$ cat config.mk
export PLATFORM = sky130hd
export DESIGN_NAME = mrsc_mac_reset_scan
export DESIGN_NICKNAME = d
export VERILOG_FILES = /design/src/mrsc_mac_reset_scan.v
export VERILOG_INCLUDE_DIRS = /design/src
export SDC_FILE = /design/constraint.sdc
export NUM_CORES = 1
export LEC_CHECK = 0
export BUFFER_PORTS_ARGS = -buffer_cell sky130_fd_sc_hd__buf_2
export CORE_MARGIN = 10
export CORE_UTILIZATION = 45
export CTS_CLUSTER_SIZE = 14
export DETAILED_ROUTE_END_ITERATION = 10
export HOLD_SLACK_MARGIN = 0.12
export PLACE_DENSITY = 0.79
export RECOVER_POWER = 100
export SYNTH_ARGS = -nofsm -noshare
export SYNTH_HDL_FRONTEND = slang
export SYNTH_SLANG_ARGS = --single-unit
$ cat constraint.sdc
create_clock -name clk -period 3.9 [get_ports clk]
set_input_delay 0 -clock clk [delete_from_list [all_inputs] [get_ports clk]]
set_output_delay 0 -clock clk [all_outputs]
set_load 0.005 [all_outputs]
$ cat src/mrsc_regs.vh
`ifndef MRSC_REGS_VH
`define MRSC_REGS_VH
// ----------------------------------------
// Register offsets (byte addresses)
// ----------------------------------------
`define MRSC_OFF_CTRL      8'h00
`define MRSC_OFF_STATUS    8'h04
`define MRSC_OFF_SCANREQ   8'h08
`define MRSC_OFF_MIB       8'h0c
`define MRSC_OFF_RANGE     8'h10
`define MRSC_OFF_RCLKOPT   8'h14
`define MRSC_OFF_HDR       8'h18
`define MRSC_OFF_HDRINFO   8'h1c
`define MRSC_OFF_HDRQUAL   8'h20
// ----------------------------------------
// CTRL bits (write 1 to request)
// ----------------------------------------
`define MRSC_CTRL_RANGE_END 0
`define MRSC_CTRL_MAC_RST   1
`define MRSC_CTRL_SCAN      2
// ----------------------------------------
// STATUS bits
// ----------------------------------------
`define MRSC_ST_RANGE_CNF   0
`define MRSC_ST_RST_CNF     1
`define MRSC_ST_RST_OK      2
`define MRSC_ST_SCAN_CNF    3
`define MRSC_ST_SCAN_OK     4
`define MRSC_ST_HDR_VALID   5
`define MRSC_ST_RANGE_RUN   6
`define MRSC_ST_LINK_EN     7
`define MRSC_ST_SWEEP_LSB   8
// ----------------------------------------
// Sweep settings
// ----------------------------------------
`define MRSC_SWEEP_DISABLED 2'h0
`define MRSC_SWEEP_ONLY     2'h1
`define MRSC_SWEEP_OUTSIDE  2'h2
`define MRSC_SWEEP_IDLE     2'h3
// ----------------------------------------
// Reset values and timing
// ----------------------------------------
`define MRSC_MIB_RESET      3'h0
`define MRSC_RCLK_RESET     7'h00
`define MRSC_RST_CYCLES     4'h8
`define MRSC_SCAN_TIMEOUT   16'h0400
`endif

$ cat src/mrsc_mac_reset_scan.v
`include "mrsc_regs.vh"

module mrsc_mac_reset_scan #(
  parameter CHAN_W    = 8,
  parameter HDR_W     = 32,
  parameter SCAN_TMO  = `MRSC_SCAN_TIMEOUT
)(
  input  wire              clk,
  input  wire              rst_n,
  input  wire [7:0]        s_axi_awaddr,
  input  wire              s_axi_awvalid,
  output wire              s_axi_awready,
  input  wire [31:0]       s_axi_wdata,
  input  wire [3:0]        s_axi_wstrb,
  input  wire              s_axi_wvalid,
  output wire              s_axi_wready,
  output reg  [1:0]        s_axi_bresp,
  output reg               s_axi_bvalid,
  input  wire              s_axi_bready,
  input  wire [7:0]        s_axi_araddr,
  input  wire              s_axi_arvalid,
  output wire              s_axi_arready,
  output reg  [31:0]       s_axi_rdata,
  output reg  [1:0]        s_axi_rresp,
  output reg               s_axi_rvalid,
  input  wire              s_axi_rready,
  input  wire [31:0]       rangeCountIn,
  output reg               rangeTimerRun,
  input  wire              beaconPeriodActive,
  input  wire              trafficScheduled,
  input  wire              scanStateReached,
  input  wire              hdrRxPulse,
  input  wire [HDR_W-1:0]  hdrRxData,
  input  wire [CHAN_W-1:0] hdrRxChannel,
  input  wire [15:0]       hdrRxDelta,
  input  wire [7:0]        hdrRxQuality,
  input  wire [7:0]        hdrRxStrength,
  output reg               macResetPulse,
  output reg               bufferFlush,
  output reg               linkEnable,
  output reg               scanActive,
  output reg  [CHAN_W-1:0] scanChannel
);

  // ----------------------------------------
  // Pin input synchronisers
  // ----------------------------------------
  reg [3:0] syncA_reg;
  reg [3:0] syncB_reg;
  always @(posedge clk or negedge rst_n)
  begin
    if (!rst_n)
    begin
      syncA_reg <= 4'h0;
      syncB_reg <= 4'h0;
    end
    else
    begin
      syncA_reg <= {hdrRxPulse, scanStateReached, trafficScheduled,
                    beaconPeriodActive};
      syncB_reg <= syncA_reg;
    end
  end
  wire bpSync    = syncB_reg[0];
  wire schedSync = syncB_reg[1];
  wire reachSync = syncB_reg[2];
  wire hdrSync   = syncB_reg[3];
  reg  hdrPrev_reg;
  wire hdrEvent  = hdrSync & ~hdrPrev_reg;

  // ----------------------------------------
  // AXI4-Lite write channel
  // ----------------------------------------
  reg        awHave_reg;
  reg        wHave_reg;
  reg  [7:0] awAddr_reg;
  reg [31:0] wData_reg;
  reg  [3:0] wStrb_reg;
  assign s_axi_awready = ~awHave_reg & ~s_axi_bvalid;
  assign s_axi_wready  = ~wHave_reg & ~s_axi_bvalid;
  wire doWrite = awHave_reg & wHave_reg & ~s_axi_bvalid;
  wire wrCtrl  = doWrite & (awAddr_reg == `MRSC_OFF_CTRL) & wStrb_reg[0];

  function isMapped;
    input [7:0] a;
    begin
      isMapped = (a[1:0] == 2'h0) && (a <= `MRSC_OFF_HDRQUAL);
    end
  endfunction

  // ----------------------------------------
  // Control state
  // ----------------------------------------
  localparam ST_IDLE  = 2'h0;
  localparam ST_RESET = 2'h1;
  localparam ST_SCAN  = 2'h2;
  reg  [1:0]        state_reg;
  reg  [3:0]        rstCnt_reg;
  reg  [15:0]       tmo_reg;
  reg  [1:0]        sweep_reg;
  reg  [1:0]        reqSweep_reg;
  reg  [CHAN_W-1:0] reqChan_reg;
  reg  [2:0]        mib_reg;
  reg  [6:0]        rclkOpt_reg;
  reg  [7:0]        status_reg;
  reg  [HDR_W-1:0]  hdr_reg;
  reg  [CHAN_W-1:0] hdrChan_reg;
  reg  [15:0]       hdrDelta_reg;
  reg  [7:0]        hdrQual_reg;
  reg  [7:0]        hdrRssi_reg;

  wire reqRange = wrCtrl & wData_reg[`MRSC_CTRL_RANGE_END]
                  & ~status_reg[`MRSC_ST_RANGE_CNF];
  wire reqReset = wrCtrl & wData_reg[`MRSC_CTRL_MAC_RST]
                  & (state_reg == ST_IDLE);
  wire reqScan  = wrCtrl & wData_reg[`MRSC_CTRL_SCAN]
                  & (state_reg == ST_IDLE) & ~reqReset;
  wire clrSt    = doWrite & (awAddr_reg == `MRSC_OFF_STATUS)
                  & wStrb_reg[0];

  // Inactive timer bits forced to zero
  function [31:0] rangeMask;
    input [6:0] o;
    begin
      rangeMask        = 32'h0003fff8;
      rangeMask[2]     = o[2] | o[3] | o[4];
      rangeMask[1]     = o[3] | o[4];
      rangeMask[0]     = o[4];
      rangeMask[23:18] = {6{o[5]}};
      rangeMask[31:24] = {8{o[6]}};
      if (!o[0])
        rangeMask = 32'h00000000;
    end
  endfunction
  wire [31:0] rangeVal = rangeCountIn & rangeMask(rclkOpt_reg);

  always @(posedge clk or negedge rst_n)
  begin
    if (!rst_n)
    begin
      awHave_reg    <= 1'b0;
      wHave_reg     <= 1'b0;
      awAddr_reg    <= 8'h00;
      wData_reg     <= 32'h00000000;
      wStrb_reg     <= 4'h0;
      s_axi_bvalid  <= 1'b0;
      s_axi_bresp   <= 2'h0;
      state_reg     <= ST_IDLE;
      rstCnt_reg    <= 4'h0;
      tmo_reg       <= 16'h0000;
      sweep_reg     <= `MRSC_SWEEP_DISABLED;
      reqSweep_reg  <= `MRSC_SWEEP_DISABLED;
      reqChan_reg   <= {CHAN_W{1'b0}};
      scanChannel   <= {CHAN_W{1'b0}};
      mib_reg       <= `MRSC_MIB_RESET;
      rclkOpt_reg   <= `MRSC_RCLK_RESET;
      status_reg    <= 8'h00;
      rangeTimerRun <= 1'b1;
      macResetPulse <= 1'b0;
      bufferFlush   <= 1'b0;
      linkEnable    <= 1'b0;
      hdrPrev_reg   <= 1'b0;
      hdr_reg       <= {HDR_W{1'b0}};
      hdrChan_reg   <= {CHAN_W{1'b0}};
      hdrDelta_reg  <= 16'h0000;
      hdrQual_reg   <= 8'h00;
      hdrRssi_reg   <= 8'h00;
    end
    else
    begin
      hdrPrev_reg   <= hdrSync;
      macResetPulse <= 1'b0;
      if (s_axi_awvalid && s_axi_awready)
      begin
        awHave_reg <= 1'b1;
        awAddr_reg <= s_axi_awaddr;
      end
      if (s_axi_wvalid && s_axi_wready)
      begin
        wHave_reg <= 1'b1;
        wData_reg <= s_axi_wdata;
        wStrb_reg <= s_axi_wstrb;
      end
      if (doWrite)
      begin
        awHave_reg   <= 1'b0;
        wHave_reg    <= 1'b0;
        s_axi_bvalid <= 1'b1;
        s_axi_bresp  <= isMapped(awAddr_reg) ? 2'h0 : 2'h2;
        if (awAddr_reg == `MRSC_OFF_SCANREQ && wStrb_reg[0])
        begin
          reqChan_reg  <= wData_reg[CHAN_W-1:0];
          reqSweep_reg <= wData_reg[17:16];
        end
        if (awAddr_reg == `MRSC_OFF_MIB && wStrb_reg[0])
          mib_reg <= {wData_reg[2:1] == 2'h3 ? 2'h2 : wData_reg[2:1],
                      wData_reg[0]};
        if (awAddr_reg == `MRSC_OFF_RCLKOPT && wStrb_reg[0])
          rclkOpt_reg <= wData_reg[6:0];
      end
      else if (s_axi_bvalid && s_axi_bready)
        s_axi_bvalid <= 1'b0;

      // Write 1 clears status; new events win over clears
      if (clrSt)
        status_reg <= status_reg & ~wData_reg[7:0];

      if (reqRange)
      begin
        rangeTimerRun <= 1'b0;
        status_reg[`MRSC_ST_RANGE_CNF] <= 1'b1;
      end

      if (hdrEvent && sweep_reg != `MRSC_SWEEP_DISABLED
          && state_reg != ST_RESET)
      begin
        hdr_reg      <= hdrRxData;
        hdrChan_reg  <= hdrRxChannel;
        hdrDelta_reg <= hdrRxDelta;
        hdrQual_reg  <= hdrRxQuality;
        hdrRssi_reg  <= hdrRxStrength;
        status_reg[`MRSC_ST_HDR_VALID] <= 1'b1;
      end

      case (state_reg)
        ST_IDLE:
        begin
          if (reqReset)
          begin
            state_reg     <= ST_RESET;
            rstCnt_reg    <= `MRSC_RST_CYCLES;
            macResetPulse <= 1'b1;
            bufferFlush   <= 1'b1;
            linkEnable    <= 1'b0;
          end
          else if (reqScan)
          begin
            state_reg   <= ST_SCAN;
            tmo_reg     <= SCAN_TMO;
            scanChannel <= reqChan_reg;
            linkEnable  <= 1'b1;
          end
          else if (reqRange && sweep_reg != `MRSC_SWEEP_ONLY)
            linkEnable  <= 1'b1;
        end
        ST_RESET:
        begin
          if (rstCnt_reg == 4'h0)
          begin
            state_reg   <= ST_IDLE;
            bufferFlush <= 1'b0;
            status_reg[`MRSC_ST_RST_CNF] <= 1'b1;
            status_reg[`MRSC_ST_RST_OK]  <= 1'b1;
          end
          else
            rstCnt_reg <= rstCnt_reg - 4'h1;
          sweep_reg     <= `MRSC_SWEEP_DISABLED;
          reqSweep_reg  <= `MRSC_SWEEP_DISABLED;
          mib_reg       <= `MRSC_MIB_RESET;
          rclkOpt_reg   <= `MRSC_RCLK_RESET;
          rangeTimerRun <= 1'b1;
          scanChannel   <= {CHAN_W{1'b0}};
        end
        ST_SCAN:
        begin
          if (reachSync || reqSweep_reg == `MRSC_SWEEP_DISABLED)
          begin
            state_reg <= ST_IDLE;
            sweep_reg <= reqSweep_reg;
            if (reqSweep_reg == `MRSC_SWEEP_ONLY)
              linkEnable <= 1'b0;
            status_reg[`MRSC_ST_SCAN_CNF] <= 1'b1;
            status_reg[`MRSC_ST_SCAN_OK]  <= 1'b1;
          end
          else if (tmo_reg == 16'h0000)
          begin
            state_reg <= ST_IDLE;
            status_reg[`MRSC_ST_SCAN_CNF] <= 1'b1;
            status_reg[`MRSC_ST_SCAN_OK]  <= 1'b0;
          end
          else
            tmo_reg <= tmo_reg - 16'h0001;
        end
        default:
          state_reg <= ST_IDLE;
      endcase
    end
  end

  // ----------------------------------------
  // Scan gating by sweep setting
  // ----------------------------------------
  always @(posedge clk or negedge rst_n)
  begin
    if (!rst_n)
      scanActive <= 1'b0;
    else
      case (sweep_reg)
        `MRSC_SWEEP_ONLY:    scanActive <= 1'b1;
        `MRSC_SWEEP_OUTSIDE: scanActive <= ~bpSync;
        `MRSC_SWEEP_IDLE:    scanActive <= ~schedSync;
        default:             scanActive <= 1'b0;
      endcase
  end

  // ----------------------------------------
  // AXI4-Lite read channel
  // ----------------------------------------
  assign s_axi_arready = ~s_axi_rvalid;
  reg [31:0] rdMux;
  always @*
  begin
    case (s_axi_araddr)
      `MRSC_OFF_STATUS:  rdMux = {22'h0, sweep_reg, linkEnable,
                                  rangeTimerRun, status_reg[5:0]};
      `MRSC_OFF_SCANREQ: rdMux = {14'h0, reqSweep_reg, 8'h00, 8'h00}
                                 | {{(32-CHAN_W){1'b0}}, reqChan_reg};
      `MRSC_OFF_MIB:     rdMux = {29'h0, mib_reg};
      `MRSC_OFF_RANGE:   rdMux = rangeVal;
      `MRSC_OFF_RCLKOPT: rdMux = {25'h0, rclkOpt_reg};
      `MRSC_OFF_HDR:     rdMux = hdr_reg[31:0];
      `MRSC_OFF_HDRINFO: rdMux = {hdrDelta_reg, 8'h00,
                                  hdrChan_reg[7:0]};
      `MRSC_OFF_HDRQUAL: rdMux = {16'h0, hdrRssi_reg, hdrQual_reg};
      default:           rdMux = 32'h00000000;
    endcase
  end

  always @(posedge clk or negedge rst_n)
  begin
    if (!rst_n)
    begin
      s_axi_rvalid <= 1'b0;
      s_axi_rdata  <= 32'h00000000;
      s_axi_rresp  <= 2'h0;
    end
    else if (s_axi_arvalid && s_axi_arready)
    begin
      s_axi_rvalid <= 1'b1;
      s_axi_rdata  <= rdMux;
      s_axi_rresp  <= isMapped(s_axi_araddr) ? 2'h0 : 2'h2;
    end
    else if (s_axi_rvalid && s_axi_rready)
      s_axi_rvalid <= 1'b0;
  end

endmodule // mrsc_mac_reset_scan

==> impl_metrics.ini <==
[critical_path]
cp_data_arrival_time_ps = 3760
worstPathRequired_ps = 4290
worstSetupEndpointType = flip-flop
critPathKind = in -> reg
rr_worst_depth = 5
worstSetupStartpointType = input pin
critPathMaxFanout = 15

[yosys]
synth.most_common_cell = dfrtp_1
syn-cell-area_mm2 = 0.00891
ys_ff_latch = 201
yosysWarnings = 0
synth_area_per_cell_um2 = 11.8
syn_inst = 753
synth_commonest_cells = 200 x dfrtp_1, 102 x mux2_2, 53 x nand2_1, 40 x o21ai_0, 33 x nor2_1
synth.largest_area_cell = dfrtp_1
yosysSeqAreaShare_pct = 56.4
synth_top_cell_area_share_pct = 56.1
synthFlopType = dfrtp_1
synth_edf_count = 0
ys_types = 62
async_flop_share_pct = 100
yosys-top-cells-area = dfrtp_1 56%, mux2_2 13%, a22o_1 2.8%

[clock_tree]
cts_buffer_depth = 3
clk_pin_slew_worst_paths_ps = 60
cts.sinks = 201
clk_latency_ps = 510
tritoncts = built
numCtsBuffers = 22
cts_root_buf = clkbuf_16
htree_levels = 1
cts_setup_buffers = 0
ctsResizeCount = 0
holdBufCountCts = 141

[hold_path]
hp-class = in -> reg
hold_path_depth = 2

[pwr]
p_leak_uw = 0.00578
pwr-share-comb_pct = 18.5
internal_power_uw = 4210
irDropWorstVdd_uv = 405
netSwitchingFraction_pct = 28.8
power_frac_seq_pct = 47.0
power.density_mw_per_mm2 = 488
p_switching_uw = 1700
clkPwrFrac_pct = 34.5

[floorplanning]
start_util_pct = 45.8
die_w_um = 161
placeableCoreArea_mm2 = 0.0195
die_h_um = 161
die_area_mm2 = 0.0258
io_pins = 221
row_count = 51

[place]
pre_cts_slack_ps = 1390
gp_congestion = 0.881
placedCellCount = 1173
place_hpwl_mm = 18.3
placed_cell_area_mm2 = 0.0101
portBuffers = 193

[global_route]
grt_first_pass_wirelength_mm = 45.5
grt_max_degree = 101
grt-ovfl-total = 0
track_usage_pct = 21.6
grt_pass1_vias = 8071
grt_antenna_before_repair = 4

[status]
violations = capacitance limit, slew limit
outcome = finished with violations

[sta]
rsz0062_at_grt = false
fin_tns_setup_ps = 0
tightest_slew_ps = 2470
clock_skew_ps = 16.4
drv_slew = 137
relSlewSlack_pct = -64.7
fin_crit_sh_pct = 86.4
fmax_mhz = 297
finalHoldViolCount = 0
setup_slack_ps = 529
finalSetupViolations = 0
finalCriticalPeriod_ps = 3370

[routing]
first_pass_iters = 6
routedWlPerCell_um = 21.3
dr_total_vias = 7665
ant_nets = 0
dr.first_iter.drc_count = 615
drc = 0
via_per_inst = 5.64
drt-total-wl_mm = 28.9

[cells_and_area]
areaGrowthSynthToFinish_pct = 35.8
finalNetCount = 1244
layout-drive-gt1-share_pct = 27.2
fin_area_mm2 = 0.0121
finalCoreUtilization_pct = 62.2
fillers = 1439
fin_cells = 1358

[run]
drv_cap = 2
==> critical path, cell delays in order <==
cell,delay [ps]
dlygate4sd3_1,550
clkbuf_1,120
or4_1,740
nor3_1,880
clkbuf_1,870
a22o_1,270
a31oi_1,60
o21ai_0,260
==> metal layers <==
layer,track usage [%],up-vias,wire length (um)
li1,-,3413,-
met3,5.37,72,2470
met1,26.9,3810,11600
met5,0,-,0
met2,36.2,370,14000
met4,7.07,0,856
==> kinds of logic (layout without fill, tap and decap cells) <==
logic type | Yosys count | in the layout | share of synthesized area (%)
muxes | 115 | 115 | 14.3
and+or+nand+nor | 188 | 188 | 11.5
buffers and inverters | 60 | 395 | 3.09
DFF | 201 | 201 | 56.4
adders and majority gates | 4 | 4 | 0.561
other | 1 | 6 | 0.0421
xor gates and xnor gates | 3 | 3 | 0.295
AOI/OAI and AO/OA | 181 | 181 | 13.7
==> power groups by stage <==
stage | Clock (uW) | Combinational, uW | Sequential [uW]
6_report | 2040 | 1090 | 2780
5_1_grt | 2150 | 1220 | 2820
4_1_cts | 2060 | 1100 | 2770
3_5_place_dp | 0 | 951 | 2800
3_3_place_gp | 0 | 912 | 2780
2_1_floorplan | 0 | 721 | 2640
==> cell usage in the layout, fill, tap and decap left out, types with 10 or more instances in the layout <==
cell,Yosys,layout
inv_1,12,12
or3_1,10,10
a22oi_1,16,16
a31oi_1,18,18
dfrtp_1,200,200
buf_2,22,141
dlygate4sd3_1,0,141
nor4_1,9,10
nand2_1,53,53
clkbuf_1,22,60
nor2_1,33,33
mux2i_1,13,13
a21oi_1,31,31
o21ai_0,40,40
a22o_1,29,29
nand3_1,13,13
clkbuf_16,0,22
mux2_2,102,100
a21o_1,13,13
==> area by class of cell <==
type / count / area, um2 / area share [%]
Inverter: 12 / 45.0 / 0.372
Clock inverter: 8 / 78.8 / 0.651
Timing Repair Buffer: 343 / 2380 / 19.6
Clock buffer: 32 / 628 / 5.19
Sequential cell: 201 / 5030 / 41.5
Antenna cell: 4 / 10.0 / 0.0827
Tap cell: 265 / 332 / 2.74
Multi-Input combinational cell: 493 / 3610 / 29.8
==> final timing paths <==
kind	startpoint	endpoint	slack [ps]
max	s_axi_araddr[0]	s_axi_rdata[19]$_DFFE_PN0P_	530
min	scanStateReached	syncA_reg[2]$_DFF_PN0_	140
max reg2reg	state_reg[0]$_DFFE_PN0P_	hdr_reg[24]$_DFFE_PN0P_	700
min reg2reg	syncA_reg[2]$_DFF_PN0_	syncB_reg[2]$_DFF_PN0_	350
max in group asynchronous	rst_n	tmo_reg[6]$_DFFE_PN0P_	1380
min in group asynchronous	rst_n	hdr_reg[11]$_DFFE_PN0P_	790
==> stage by stage <==
| step | power (uW) | hold slack [ps] |
|---|---|---|
| after detailed placement | 3750 | 109 |
| after global routing | 6190 | 150 |
| after CTS | 5920 | 127 |
| after global placement | 3690 | 109 |
| final | 5920 | 140 |
| after floorplan | 3360 | -296 |
Power figures use the tool's default switching activity.
